$ cat src/ces_params.svh
// Purpose: constants of the exception sequencer
// Assumes: included by bare name
// Notes: definitions only
`ifndef CES_PARAMS_SVH
`define CES_PARAMS_SVH
// status word fields
`define CES_SR_T 15
`define CES_SR_S 13
`define CES_SR_MHI 10
`define CES_SR_MLO 8
`define CES_SR_V 1
`define CES_SR_RST 16'h2700
`define CES_SR_IMPL 16'ha71f
// vector numbers and other constants
`define CES_V_BUSERR 8'h02
`define CES_V_ADDRERR 8'h03
`define CES_V_ILLEGAL 8'h04
`define CES_V_DIVZ 8'h05
`define CES_V_CHK 8'h06
`define CES_V_TRAP_ON_OVERFLOW 8'h07
`define CES_V_PRIV 8'h08
`define CES_V_TRACE 8'h09
`define CES_V_FMTERR 8'h0e
`define CES_V_TRAP0 8'h20
`define CES_IRQ_TOP 3'h7
`define CES_FMT_ZERO 4'h0
`define CES_WSTEP 32'h00000002
`define CES_RESET_OUTPUT_LINE_CYCLES 8'h10
// register offsets
`define CES_A_STATUS 12'h000
`define CES_A_SSP 12'h004
`define CES_A_PC 12'h008
`define CES_A_INFO 12'h00c
`endif

$ cat src/ces_pkg.sv
// Purpose: types of the exception sequencer
// Assumes: nothing
// Notes: constants live in ces_params.svh
package ces_pkg;
  typedef enum logic [3:0] {
    OP_OTHER, OP_RESET, OP_ORSR, OP_HALT, OP_RTE,
    OP_TRAP, OP_TRAP_ON_OVERFLOW, OP_CHK, OP_DIV, OP_ILLEGAL
  } ces_op_t;
  typedef enum logic [2:0] {
    S_RESET_FETCH, S_IDLE, S_CAPTURE, S_IACK,
    S_STACK, S_VFETCH, S_RTE_POP, S_HALTED
  } ces_state_t;
  typedef struct packed {
    ces_op_t op;
    logic [15:0] imm;
    logic [3:0] tnum;
    logic fail;
    logic [31:0] pc;
    logic [31:0] next_pc;
  } ces_insn_t;
  typedef struct packed {
    logic we;
    logic [23:0] addr;
    logic [15:0] wdata;
  } ces_mem_t;
endpackage : ces_pkg

$ cat src/ces_ahb_slv.sv
// Purpose: AHB-Lite slave front end, zero wait states
// Assumes: single word transfers
// Notes: read data latched in the address phase
`timescale 1ns/1ps
`include "ces_params.svh"
module ces_ahb_slv (
  // clock and reset
  input wire logic hclk,
  input wire logic hresetn,
  // bus
  input wire logic hsel,
  input wire logic [31:0] haddr,
  input wire logic [1:0] htrans,
  input wire logic hwrite,
  input wire logic hready,
  output logic [31:0] hrdata,
  output logic hreadyout,
  output logic hresp,
  // register side
  output logic [11:0] rd_off,
  input wire logic [31:0] rd_word,
  output logic wr_go,
  output logic [11:0] wr_off
);
  logic take;
  logic wr_pend_r;
  logic [11:0] wr_off_r;
  logic [31:0] hrdata_r;

  assign take = hsel && hready && htrans[1];
  assign rd_off = haddr[11:0];

  always_ff @(posedge hclk or negedge hresetn)
  begin
    if (!hresetn)
    begin
      wr_pend_r <= 1'b0;
      wr_off_r <= 12'h000;
    end
    else
    begin
      wr_pend_r <= take && hwrite;
      wr_off_r <= haddr[11:0];
    end
  end

  // a read right after a write sees the old value
  always_ff @(posedge hclk or negedge hresetn)
  begin
    if (!hresetn)
      hrdata_r <= 32'h00000000;
    else if (take && !hwrite)
      hrdata_r <= rd_word;
  end

  assign wr_go = wr_pend_r;
  assign wr_off = wr_off_r;
  assign hrdata = hrdata_r;
  assign hreadyout = 1'b1;
  assign hresp = 1'b0;
endmodule : ces_ahb_slv

$ cat src/ces_seq.sv
// Purpose: exception sequencer of a processor core
// Assumes: one clock, inputs synchronous to hclk
// Notes: memory port moves 16-bit words
// What this block does
// - copy the status word before any exception changes it
// - then set supervisor bit and clear trace bit
// - reset and interrupts also update the priority mask
// - interrupts fetch their vector number by an acknowledge cycle
// - other exceptions get their vector number internally
// - every exception but reset pushes a frame; reset pushes nothing
// - the frame goes on the supervisor stack
// - finally load pc from the vector and resume execution
// - nobody may rely on the order of exception bus cycles
// - external and internal causes both start exception processing
// - trap, overflow trap, bounds check, return, divide may raise exceptions
// - illegal opcodes and user-state privileged opcodes raise exceptions
// - reset opcode pulses the reset output only in supervisor state
// - or-immediate to status word only in supervisor state, else trap
// - halt loads immediate into status word then stops unless trace bit set; user state traps
// - return pops status word and pc, then frame; user state traps
// - trap pushes format, pc, status word, then jumps via vector
// - vector address is vector number shifted left two, zero filled
`timescale 1ns/1ps
`include "ces_params.svh"
module ces_seq (
  // clock and reset
  input wire logic hclk,
  input wire logic hresetn,
  // register bus
  input wire logic hsel,
  input wire logic [31:0] haddr,
  input wire logic [1:0] htrans,
  input wire logic hwrite,
  input wire logic [2:0] hsize,
  input wire logic [31:0] hwdata,
  input wire logic hready,
  output logic [31:0] hrdata,
  output logic hreadyout,
  output logic hresp,
  // instruction stream
  input wire logic insn_valid,
  input wire ces_pkg::ces_insn_t insn,
  output logic insn_ready,
  // fault events
  input wire logic bus_err,
  input wire logic addr_err,
  // interrupts
  input wire logic [2:0] irq_level,
  output logic iack_req,
  output logic [2:0] iack_level,
  input wire logic iack_ack,
  input wire logic [7:0] iack_vec,
  // memory port
  output logic mem_req,
  output ces_pkg::ces_mem_t mem,
  input wire logic mem_ack,
  input wire logic [15:0] mem_rdata,
  // status
  output logic reset_output_line,
  output logic halted,
  output logic [15:0] status_word
);
  ces_pkg::ces_state_t state_r, state_nxt;
  logic [1:0] step_r, step_nxt;
  logic [15:0] sr_r, sr_nxt, sr_copy_r, sr_copy_nxt, tmp_r, tmp_nxt;
  logic [31:0] ssp_r, ssp_nxt, pc_r, pc_nxt, ret_pc_r, ret_pc_nxt;
  logic [7:0] vec_r, vec_nxt, reset_output_line_cnt_r;
  logic irq_r, irq_nxt;
  logic [2:0] lvl_r, lvl_nxt;
  logic exc_go, exc_irq, reset_output_line_go, irq_hit, sup, busy, take;
  logic [7:0] exc_vec;
  logic [31:0] exc_pc, vec_off, rd_word;
  logic [11:0] rd_off, wr_off;
  logic wr_go, reset_output_line_r;

  ces_ahb_slv u_slv (
    .hclk(hclk),
    .hresetn(hresetn),
    .hsel(hsel),
    .haddr(haddr),
    .htrans(htrans),
    .hwrite(hwrite),
    .hready(hready),
    .hrdata(hrdata),
    .hreadyout(hreadyout),
    .hresp(hresp),
    .rd_off(rd_off),
    .rd_word(rd_word),
    .wr_go(wr_go),
    .wr_off(wr_off)
  );

  assign sup = sr_r[`CES_SR_S];
  assign busy = (state_r != ces_pkg::S_IDLE) && (state_r != ces_pkg::S_HALTED);
  assign irq_hit = (irq_level > sr_r[`CES_SR_MHI:`CES_SR_MLO]) || (irq_level == `CES_IRQ_TOP);
  assign insn_ready = (state_r == ces_pkg::S_IDLE) && !bus_err && !addr_err && !irq_hit;
  assign take = insn_valid && insn_ready;
  assign vec_off = {22'h000000, vec_r, 2'b00};

  always_comb
  begin
    unique case (rd_off)
      `CES_A_STATUS: rd_word = {16'h0000, sr_r};
      `CES_A_SSP: rd_word = ssp_r;
      `CES_A_PC: rd_word = pc_r;
      `CES_A_INFO: rd_word = {16'h0000, vec_r, 4'h0, irq_r, reset_output_line_r, halted, busy};
      default: rd_word = 32'h00000000;
    endcase
  end

  always_comb
  begin
    state_nxt = state_r;
    step_nxt = step_r;
    sr_nxt = sr_r;
    sr_copy_nxt = sr_copy_r;
    tmp_nxt = tmp_r;
    ssp_nxt = ssp_r;
    pc_nxt = pc_r;
    ret_pc_nxt = ret_pc_r;
    vec_nxt = vec_r;
    irq_nxt = irq_r;
    lvl_nxt = lvl_r;
    exc_go = 1'b0;
    exc_irq = 1'b0;
    exc_vec = vec_r;
    exc_pc = pc_r;
    reset_output_line_go = 1'b0;
    // software may retarget status and stack only while quiet
    if (wr_go && !busy)
    begin
      if (wr_off == `CES_A_STATUS)
        sr_nxt = hwdata[15:0] & `CES_SR_IMPL;
      if (wr_off == `CES_A_SSP)
        ssp_nxt = hwdata;
    end
    unique case (state_r)
      ces_pkg::S_RESET_FETCH:
        if (mem_ack)
        begin
          step_nxt = step_r + 2'h1;
          if (step_r == 2'h0)
            ssp_nxt = {mem_rdata, ssp_r[15:0]};
          if (step_r == 2'h1)
            ssp_nxt = {ssp_r[31:16], mem_rdata};
          if (step_r == 2'h2)
            pc_nxt = {mem_rdata, pc_r[15:0]};
          if (step_r == 2'h3)
          begin
            pc_nxt = {pc_r[31:16], mem_rdata};
            state_nxt = ces_pkg::S_IDLE;
          end
        end
      ces_pkg::S_IDLE, ces_pkg::S_HALTED:
        if (bus_err)
        begin
          exc_go = 1'b1;
          exc_vec = `CES_V_BUSERR;
        end
        else if (addr_err)
        begin
          exc_go = 1'b1;
          exc_vec = `CES_V_ADDRERR;
        end
        else if (irq_hit)
        begin
          exc_go = 1'b1;
          exc_irq = 1'b1;
        end
        else if (take)
        begin
          pc_nxt = insn.next_pc;
          exc_pc = insn.next_pc;
          if (!sup && (insn.op == ces_pkg::OP_RESET || insn.op == ces_pkg::OP_ORSR ||
              insn.op == ces_pkg::OP_HALT || insn.op == ces_pkg::OP_RTE))
          begin
            // nothing architectural moves on a privilege fault
            pc_nxt = pc_r;
            exc_go = 1'b1;
            exc_vec = `CES_V_PRIV;
            exc_pc = insn.pc;
          end
          else
            unique case (insn.op)
              ces_pkg::OP_RESET: reset_output_line_go = 1'b1;
              ces_pkg::OP_ORSR: sr_nxt = (sr_r | insn.imm) & `CES_SR_IMPL;
              ces_pkg::OP_HALT:
              begin
                sr_nxt = insn.imm & `CES_SR_IMPL;
                state_nxt = ces_pkg::S_HALTED;
              end
              ces_pkg::OP_RTE:
              begin
                state_nxt = ces_pkg::S_RTE_POP;
                step_nxt = 2'h0;
              end
              ces_pkg::OP_TRAP:
              begin
                exc_go = 1'b1;
                exc_vec = `CES_V_TRAP0 + {4'h0, insn.tnum};
              end
              ces_pkg::OP_TRAP_ON_OVERFLOW:
              begin
                exc_go = sr_r[`CES_SR_V];
                exc_vec = `CES_V_TRAP_ON_OVERFLOW;
              end
              ces_pkg::OP_CHK:
              begin
                exc_go = insn.fail;
                exc_vec = `CES_V_CHK;
              end
              ces_pkg::OP_DIV:
              begin
                exc_go = insn.fail;
                exc_vec = `CES_V_DIVZ;
              end
              ces_pkg::OP_ILLEGAL:
              begin
                exc_go = 1'b1;
                exc_vec = `CES_V_ILLEGAL;
                exc_pc = insn.pc;
                pc_nxt = pc_r;
              end
              ces_pkg::OP_OTHER: exc_go = 1'b0;
            endcase
          if (!exc_go && sr_r[`CES_SR_T] && insn.op != ces_pkg::OP_RTE)
          begin
            exc_go = 1'b1;
            exc_vec = `CES_V_TRACE;
          end
        end
      ces_pkg::S_CAPTURE:
      begin
        sr_nxt[`CES_SR_S] = 1'b1;
        sr_nxt[`CES_SR_T] = 1'b0;
        step_nxt = 2'h0;
        if (irq_r)
        begin
          sr_nxt[`CES_SR_MHI:`CES_SR_MLO] = lvl_r;
          state_nxt = ces_pkg::S_IACK;
        end
        else
          state_nxt = ces_pkg::S_STACK;
      end
      ces_pkg::S_IACK:
        if (iack_ack)
        begin
          vec_nxt = iack_vec;
          state_nxt = ces_pkg::S_STACK;
        end
      ces_pkg::S_STACK:
        if (mem_ack)
        begin
          ssp_nxt = ssp_r - `CES_WSTEP;
          step_nxt = step_r + 2'h1;
          if (step_r == 2'h3)
            state_nxt = ces_pkg::S_VFETCH;
        end
      ces_pkg::S_VFETCH:
        if (mem_ack)
        begin
          step_nxt = step_r + 2'h1;
          if (step_r == 2'h0)
            pc_nxt = {mem_rdata, pc_r[15:0]};
          else
          begin
            pc_nxt = {pc_r[31:16], mem_rdata};
            state_nxt = ces_pkg::S_IDLE;
          end
        end
      ces_pkg::S_RTE_POP:
        if (mem_ack)
        begin
          ssp_nxt = ssp_r + `CES_WSTEP;
          step_nxt = step_r + 2'h1;
          if (step_r == 2'h0)
            tmp_nxt = mem_rdata;
          if (step_r == 2'h1)
            pc_nxt = {mem_rdata, pc_r[15:0]};
          if (step_r == 2'h2)
            pc_nxt = {pc_r[31:16], mem_rdata};
          if (step_r == 2'h3)
          begin
            sr_nxt = tmp_r & `CES_SR_IMPL;
            state_nxt = ces_pkg::S_IDLE;
            // only the short frame is known; others are refused
            if (mem_rdata[15:12] != `CES_FMT_ZERO)
            begin
              exc_go = 1'b1;
              exc_vec = `CES_V_FMTERR;
              exc_pc = pc_r;
            end
          end
        end
    endcase
    if (exc_go)
    begin
      sr_copy_nxt = sr_nxt;
      vec_nxt = exc_vec;
      ret_pc_nxt = exc_pc;
      irq_nxt = exc_irq;
      lvl_nxt = irq_level;
      state_nxt = ces_pkg::S_CAPTURE;
    end
  end

  always_ff @(posedge hclk or negedge hresetn)
  begin
    if (!hresetn)
    begin
      state_r <= ces_pkg::S_RESET_FETCH;
      step_r <= 2'h0;
    end
    else
    begin
      state_r <= state_nxt;
      step_r <= step_nxt;
    end
  end

  // reset comes up privileged, untraced, fully masked
  always_ff @(posedge hclk or negedge hresetn)
  begin
    if (!hresetn)
    begin
      sr_r <= `CES_SR_RST;
      sr_copy_r <= `CES_SR_RST;
      tmp_r <= 16'h0000;
    end
    else
    begin
      sr_r <= sr_nxt;
      sr_copy_r <= sr_copy_nxt;
      tmp_r <= tmp_nxt;
    end
  end

  always_ff @(posedge hclk or negedge hresetn)
  begin
    if (!hresetn)
    begin
      ssp_r <= 32'h00000000;
      pc_r <= 32'h00000000;
      ret_pc_r <= 32'h00000000;
    end
    else
    begin
      ssp_r <= ssp_nxt;
      pc_r <= pc_nxt;
      ret_pc_r <= ret_pc_nxt;
    end
  end

  always_ff @(posedge hclk or negedge hresetn)
  begin
    if (!hresetn)
    begin
      vec_r <= 8'h00;
      irq_r <= 1'b0;
      lvl_r <= 3'h0;
    end
    else
    begin
      vec_r <= vec_nxt;
      irq_r <= irq_nxt;
      lvl_r <= lvl_nxt;
    end
  end

  always_ff @(posedge hclk or negedge hresetn)
  begin
    if (!hresetn)
    begin
      reset_output_line_cnt_r <= 8'h00;
      reset_output_line_r <= 1'b0;
    end
    else
    begin
      if (reset_output_line_go)
        reset_output_line_cnt_r <= `CES_RESET_OUTPUT_LINE_CYCLES;
      else if (reset_output_line_cnt_r != 8'h00)
        reset_output_line_cnt_r <= reset_output_line_cnt_r - 8'h01;
      reset_output_line_r <= reset_output_line_go || (reset_output_line_cnt_r > 8'h01);
    end
  end

  assign reset_output_line = reset_output_line_r;
  assign halted = state_r == ces_pkg::S_HALTED;
  assign status_word = sr_r;
  assign iack_req = state_r == ces_pkg::S_IACK;
  assign iack_level = lvl_r;
  // reset fetch never writes, so reset stacks nothing
  assign mem_req = (state_r == ces_pkg::S_RESET_FETCH) || (state_r == ces_pkg::S_STACK) ||
                   (state_r == ces_pkg::S_VFETCH) || (state_r == ces_pkg::S_RTE_POP);

  // one process drives the whole port struct
  always_comb
  begin
    mem.we = state_r == ces_pkg::S_STACK;
    unique case (state_r)
      ces_pkg::S_RESET_FETCH: mem.addr = {21'h000000, step_r, 1'b0};
      ces_pkg::S_STACK: mem.addr = 24'(ssp_r[23:0] - `CES_WSTEP);
      ces_pkg::S_VFETCH: mem.addr = vec_off[23:0] | {22'h000000, step_r[0], 1'b0};
      default: mem.addr = ssp_r[23:0];
    endcase
    unique case (step_r)
      2'h0: mem.wdata = {`CES_FMT_ZERO, 2'b00, vec_r, 2'b00};
      2'h1: mem.wdata = ret_pc_r[15:0];
      2'h2: mem.wdata = ret_pc_r[31:16];
      2'h3: mem.wdata = sr_copy_r;
    endcase
  end
endmodule : ces_seq

$ cat config.mk
export PLATFORM = sky130hd
export DESIGN_NAME = ces_seq
export DESIGN_NICKNAME = d
export VERILOG_FILES = /design/src/ces_pkg.sv /design/src/ces_ahb_slv.sv /design/src/ces_seq.sv
export VERILOG_INCLUDE_DIRS = /design/src
export SDC_FILE = /design/constraint.sdc
export NUM_CORES = 1
export LEC_CHECK = 0
export BUFFER_PORTS_ARGS = -buffer_cell sky130_fd_sc_hd__buf_2
export CAP_MARGIN = 15
export CORE_MARGIN = 3
export CORE_UTILIZATION = 55
export CTS_BUF_LIST = sky130_fd_sc_hd__clkbuf_16
export DETAILED_ROUTE_END_ITERATION = 12
export PLACE_DENSITY = 0.83
export SETUP_SLACK_MARGIN = 0.4
export SYNTH_ARGS = -nofsm -noshare
export SYNTH_HDL_FRONTEND = slang
export SYNTH_SLANG_ARGS = --single-unit
$ cat constraint.sdc
create_clock -name hclk -period 5.8 [get_ports hclk]
set_input_delay 0.29 -clock hclk [delete_from_list [all_inputs] [get_ports hclk]]
set_output_delay 0.29 -clock hclk [all_outputs]
set_load 0.05 [all_outputs]
==> results of run 1 <==
## layer usage
| layer | share of wire [%] | vias up | GRT usage, % |
|---|---|---|---|
| li1 | - | 6044 | - |
| met1 | 37 | 6565 | 52.4 |
| met3 | 13 | 198 | 8.20 |
| met2 | 44 | 1067 | 58.4 |
| met4 | 6.7 | 0 | 21.0 |
| met5 | 0 | - | 0 |
## power breakdown
part           total [uW]  switching, uW  internal, uW
Sequential           2650            698          1950
Clock                1420            626           792
Combinational        4270           2740          1530
Total                8330           4060          4270
## sequential cells by signal, summed over array words and instances (netlist names)
name                     count
pc_r                        32
ret_pc_r                    32
ssp_r                       32
u_slv.hrdata                32
sr_copy_r                   16
status_word                 16
u_slv.wr_off                12
tmp_r                       10
reset_output_line_cnt_r      8
vec_r                        8
iack_level                   3
state_r                      3
step_r                       2
irq_r                        1
reset_output_line            1
u_slv.wr_go                  1
## through the flow
step	util (%)	worst slack [ns]
finish	65.3	1.54
global route	65.3	1.16
CTS	65.3	1.68
detailed placement	61.8	2.01
global placement	61.8	2.02
floorplan	-	2.16
## tightest hold or removal path: stages
cell      delay, ns
buf_2          0.08
a221oi_1       0.07
o211ai_1       0.07
## repair_timing
item | CTS | global route
gates resized for setup | 0 | 0
hold buffers | 14 | 0
hold endpoints to repair | 108 | 0
## cells by family (layout without fill, tap and decap cells)
kind of cell | after synthesis | in the layout | synth area share [%]
other | 2 | 2 | 0.0548
DFF | 209 | 209 | 38.2
muxes | 170 | 170 | 14.4
buffers and inverters | 162 | 373 | 4.86
adders and majority gates | 12 | 12 | 1.08
xor gates and xnor gates | 29 | 29 | 1.85
AOI/OAI and AO/OA | 449 | 449 | 21.5
and+or+nand+nor | 503 | 503 | 18.0
## cell usage in the layout (no fill, tap or decap), drive strengths merged, types with 15 or more instances in the layout
master / n
a21oi: 98
a222oi: 17
a22o: 28
a22oi: 53
and2: 15
and3: 15
buf: 283
clkbuf: 25
dfrtp: 201
inv: 38
mux2: 79
mux2i: 80
nand2: 148
nand2b: 15
nand3: 30
nand4: 18
nor2: 146
nor2b: 20
nor3: 41
o21ai: 135
o22ai: 21
xnor2: 16
## worst paths after layout
path | startpoint | end
setup / recovery | ssp_r[1] | mem[39]
hold / removal | hwdata[23] | ssp_r[23]
setup reg to reg | step_r[0] | ssp_r[1]
hold reg to reg | u_slv.hrdata[5] | u_slv.hrdata[5]
max in group asynchronous | hresetn | ssp_r[25]
min in group asynchronous | hresetn | ssp_r[22]
## layout make-up
type | count | area [um^2]
Clock buffer | 24 | 601
Clock inverter | 19 | 118
Fill cell | 2038 | 8460
Inverter | 32 | 120
Multi-Input combinational cell | 1165 | 7820
Sequential cell | 209 | 5240
Tap cell | 324 | 405
Timing Repair Buffer | 298 | 1630
==> out/results.ini, run 1 <==
[outcome]
status = finished clean

[grt]
grt_max_degree = 98
grt.total_usage_pct = 38.7
grt_pass1_vias = 12700
antenna_found_initial = 0
grt_pass1_wl_um = 78800
gr-total-overflow = 0

[clock_tree]
clock_latency_ns = 0.53
clock-sinks = 209
cts-root-buf = clkbuf_16
cts_tree = yes
clkTransAtPathRegs_ns = 0.06
cts_buffers = 24
postCtsSetupBuffers = 0
clockBufferDepth = 3
cts.htree.levels = 1

[place]
dp_hpwl_um = 38800
placed_area_um2 = 15100
gp_congestion = 1.01
numPortBuffers = 261
placed_cells = 2013

[logic_synthesis]
synth.distinct_cells = 81
ys_ff_latch = 209
avgSynthCellArea_um2 = 8.92
synth_area_leaders = dfrtp_1 37%, mux2i_1 5.8%, mux2_2 5.7%
synth-edff-count = 0
ys_warn_count = 0
synth_common_cells = 201 x dfrtp_1, 148 x nand2_1, 146 x nor2_1, 131 x o21ai_0, 96 x a21oi_1
ys_seq_area_share_pct = 38.2
synth_area_leader_cell = dfrtp_1
yosysMostFrequentCell = dfrtp_1
synthFlopType = dfrtp_1
netlist_area_um2 = 13700
async_reset_ff_share_pct = 100
netlist.area_leader.share_pct = 36.7
synth_cells = 1536
synth_nets = 1742

[critical_path]
path_cells = inv_1 -> ha_1 -> nor3b_1 -> and4_1 -> nand2_1 -> nor4_1 -> nand2_1 -> o21ai_0 -> buf_2
cp_max_fo = 12
arrival_ns = 3.97
rrSetupSlack_ns = 1.83
critical_path_required_ns = 5.51
path_class = flip-flop to output port
crit_path_start_kind = flip-flop
reg2regPathDepth = 7
cp-end-kind = output port
cp_slowest_cell = nor3b_1
crit_buf_inv = 2
crit_family = simple AND/OR/NAND/NOR gates
path_common_cell = nand2_1
cp.depth = 9
cpPeakStageDelay_ns = 0.62

[worst_hold_path]
hold_path.class = primary input to flip-flop
holdPathStages = 3

[routing]
first_pass_iters = 8
antenna_left = 0
drt-initial-drc-count = 2266
wl_per_cell_um = 25.9
vias = 13900
drc_errors = 0
routed_wl_um = 53700
routed_via_density = 6.70

[die]
core_area_um2 = 24400
rows = 57
ios = 294
die_area_um2 = 26800
die_h_um = 164
die_x_um = 164
start_util_pct = 56.2

[sta]
finalHoldViolCount = 0
setup_viol = 0
whs_ns = 0.0211
max_freq_mhz = 235
finClkSkew_ns = 0.0133
finalCriticalPeriod_ns = 4.26
slew_violations = 0
post-route-period-util_pct = 73.5
rsz0062_at_grt = false
final.setup.tns_ns = 0
worstMarginPinSlew_ns = 1.20
slew-limit-headroom_pct = 20.1

[layout]
insertedDiodeCount = 0
final_cells = 2071
area_delta_synth_final_pct = 16.3
finalNetCount = 1936
drive_above_1_share_pct = 25.0
design_area_um2 = 15900

[power]
fin_total_pwr_uw = 8330
leakage_uw = 0.00715
vdd_drop_max_v = 0.000559
powerDensity_nw_per_um2 = 523

[job]
maxCapViolations = 0

Note: power is estimated with default switching activity, not from simulation.
==> inputs of run 2 (changes only) <==
CORE_UTILIZATION = 51   (was 55)
PLACE_DENSITY = 0.81   (was 0.83)
clock period = 3.7 ns   (was 5.8 ns; I/O delays follow)
==> run 2 against run 1 <==
- sequential power rose by 58%
- utilization shrank 2.4 points
- sequential share of layout area decreased by 1.1 points
- first-iteration DRC count increased by 1.9%
- largest cell class unchanged
- highest routed layer is now met5
==> out/results.ini, run 2 (same netlist as run 1, synthesis figures left out) <==
[grt]
grt_max_degree = 108
grt_pass1_vias = 13300
grt.total_usage_pct = 37.0
grt_pass1_wl_um = 81900
antenna_found_initial = 3
gr-total-overflow = 0

[sta]
whs_ns = 0.00462
setup_viol = 0
slew_violations = 0
max_freq_mhz = 305
finalCriticalPeriod_ns = 3.28
worstMarginPinSlew_ns = 1.13
finClkSkew_ns = 0.0127
slew-limit-headroom_pct = 24.1
post-route-period-util_pct = 88.7
rsz0062_at_grt = true
final.setup.tns_ns = 0
finalHoldViolCount = 0

[critical_path]
cpPeakStageDelay_ns = 0.50
critical_path_required_ns = 3.51
crit_family = buffers and inverters
cp-end-kind = output port
cp_slowest_cell = dfrtp_2
critPathLaunch = ssp_r[1]
crit_buf_inv = 4
path_common_cell = buf_4
path_class = flip-flop to output port
path_cells = inv_1 -> ha_1 -> nor3b_2 -> buf_4 -> and4_1 -> buf_4 -> and3_2 -> nor2_1 -> a31oi_1 -> buf_2
arrival_ns = 3.10
cp_max_fo = 12
crit_path_start_kind = flip-flop
rr_startpoint = status_word[9]

[place]
numPortBuffers = 261
dp_hpwl_um = 40700
gp_congestion = 1.01

[power]
powerDensity_nw_per_um2 = 820
vdd_drop_max_v = 0.000784
p_seq_share_pct = 30.9
pwr-share-comb_pct = 51.0
p_int_uw = 7030
leakage_uw = 0.00738
pwr-share-clk_pct = 18.1
p_sw_uw = 6500
p_sw_share_pct = 48.0

[clock_tree]
clock_latency_ns = 0.52
cts_tree = yes
clkTransAtPathRegs_ns = 0.06
cts_buffers = 24
cts.htree.levels = 1
cts-root-buf = clkbuf_16
postCtsSetupBuffers = 0
clock-sinks = 209
clockBufferDepth = 3

[routing]
routed_wl_um = 55700
antenna_left = 0
first_pass_iters = 9
drt-initial-drc-count = 2308
drc_errors = 0
routed_via_density = 6.77
vias = 14400
wl_per_cell_um = 26.2

[layout]
final_cell_mix = 258 x buf_2, 199 x dfrtp_1, 147 x nand2_1, 146 x nor2_1, 129 x o21ai_0
area_delta_synth_final_pct = 20.4
finalNetCount = 1980
fin_util_pct = 62.9
drive_above_1_share_pct = 26.5
final_common_cell = buf_2
fill_cells = 2165

[die]
die_x_um = 170
die_area_um2 = 28900
ios = 294
start_util_pct = 52.3
rows = 59
die_h_um = 170
core_area_um2 = 26200

[worst_hold_path]
holdCritStartpoint = iack_vec[1]
hold_path.class = primary input to flip-flop

[job]
maxCapViolations = 0

[outcome]
status = finished clean

[run 2: cell count changes in the layout (fill, tap and decap cells not counted), moves of 3 or more]
| cell | delta |
|---|---|
| dlygate4sd3_1 | +23 |
| buf_4 | +20 |
| clkinvlp_4 | +4 |
| clkinv_1 | -3 |
| inv_1 | -4 |
| diode_2 | +4 |
[run 2: worst paths after layout]
path | slack [ns] | endpoint | depth (start not counted)
max in group asynchronous | 2.34 | sr_copy_r[10] | 3
min in group asynchronous | 0.32 | u_slv.wr_off[4] | 2
max | 0.42 | mem[33] | 10
min reg2reg | 0.47 | u_slv.hrdata[21] | 2
max reg2reg | 0.52 | ret_pc_r[27] | 8
min | 0.005 | vec_r[1] | 3
[run 2: per-stage QoR]
step	total power [uW]	instance area [um^2]	std cells	worst slack, ns
floorplan	8650	13700	1536	0.442
global placement	10600	15300	2046	0.551
detailed placement	10800	15300	2046	0.466
CTS	13300	16400	2127	0.373
global route	14100	16500	2128	0.323
finish	13500	16500	2131	0.419
[run 2: final cells by class]
cell class	instances	area, um^2	share of cell area, %
repair buffers	342	2040	12.4
clock inverters	19	179	1.08
inverters	32	124	0.751
diodes	4	10.0	0.0607
multi-input cells	1165	7850	47.6
flip-flops and latches	209	5240	31.8
clock buffers	25	626	3.79
well taps	335	419	2.54
[run 2: tightest hold or removal path: stages]
cell,delay (ns)
buf_2,0.08
mux2i_1,0.07
mux2i_1,0.14
[run 2: repair_timing]
action / CTS / global route
endpoints found under the hold margin: 139 / 0
gates resized for setup: 4 / 10
endpoints found under the setup margin: 4 / 62
pin swaps: 0 / 1
hold buffers: 37 / 0
[run 2: per-layer routing]
layer | GRT usage [%] | routed length (um) | vias up
li1 | - | - | 6132
met4 | 20.2 | 4150 | 4
met3 | 8.13 | 6750 | 260
met1 | 49.2 | 20500 | 6896
met2 | 56.5 | 24300 | 1134
met5 | 0 | 25 | -
[run 2: power by group through the flow]
| stage | clock (uW) | combinational (uW) | sequential (uW) |
|---|---|---|---|
| 6_report | 2450 | 6890 | 4180 |
| 3_3_place_gp | 0 | 6530 | 4070 |
| 4_1_cts | 2450 | 6740 | 4090 |
| 2_1_floorplan | 0 | 5000 | 3660 |
| 5_1_grt | 2540 | 7320 | 4210 |
| 3_5_place_dp | 0 | 6680 | 4110 |
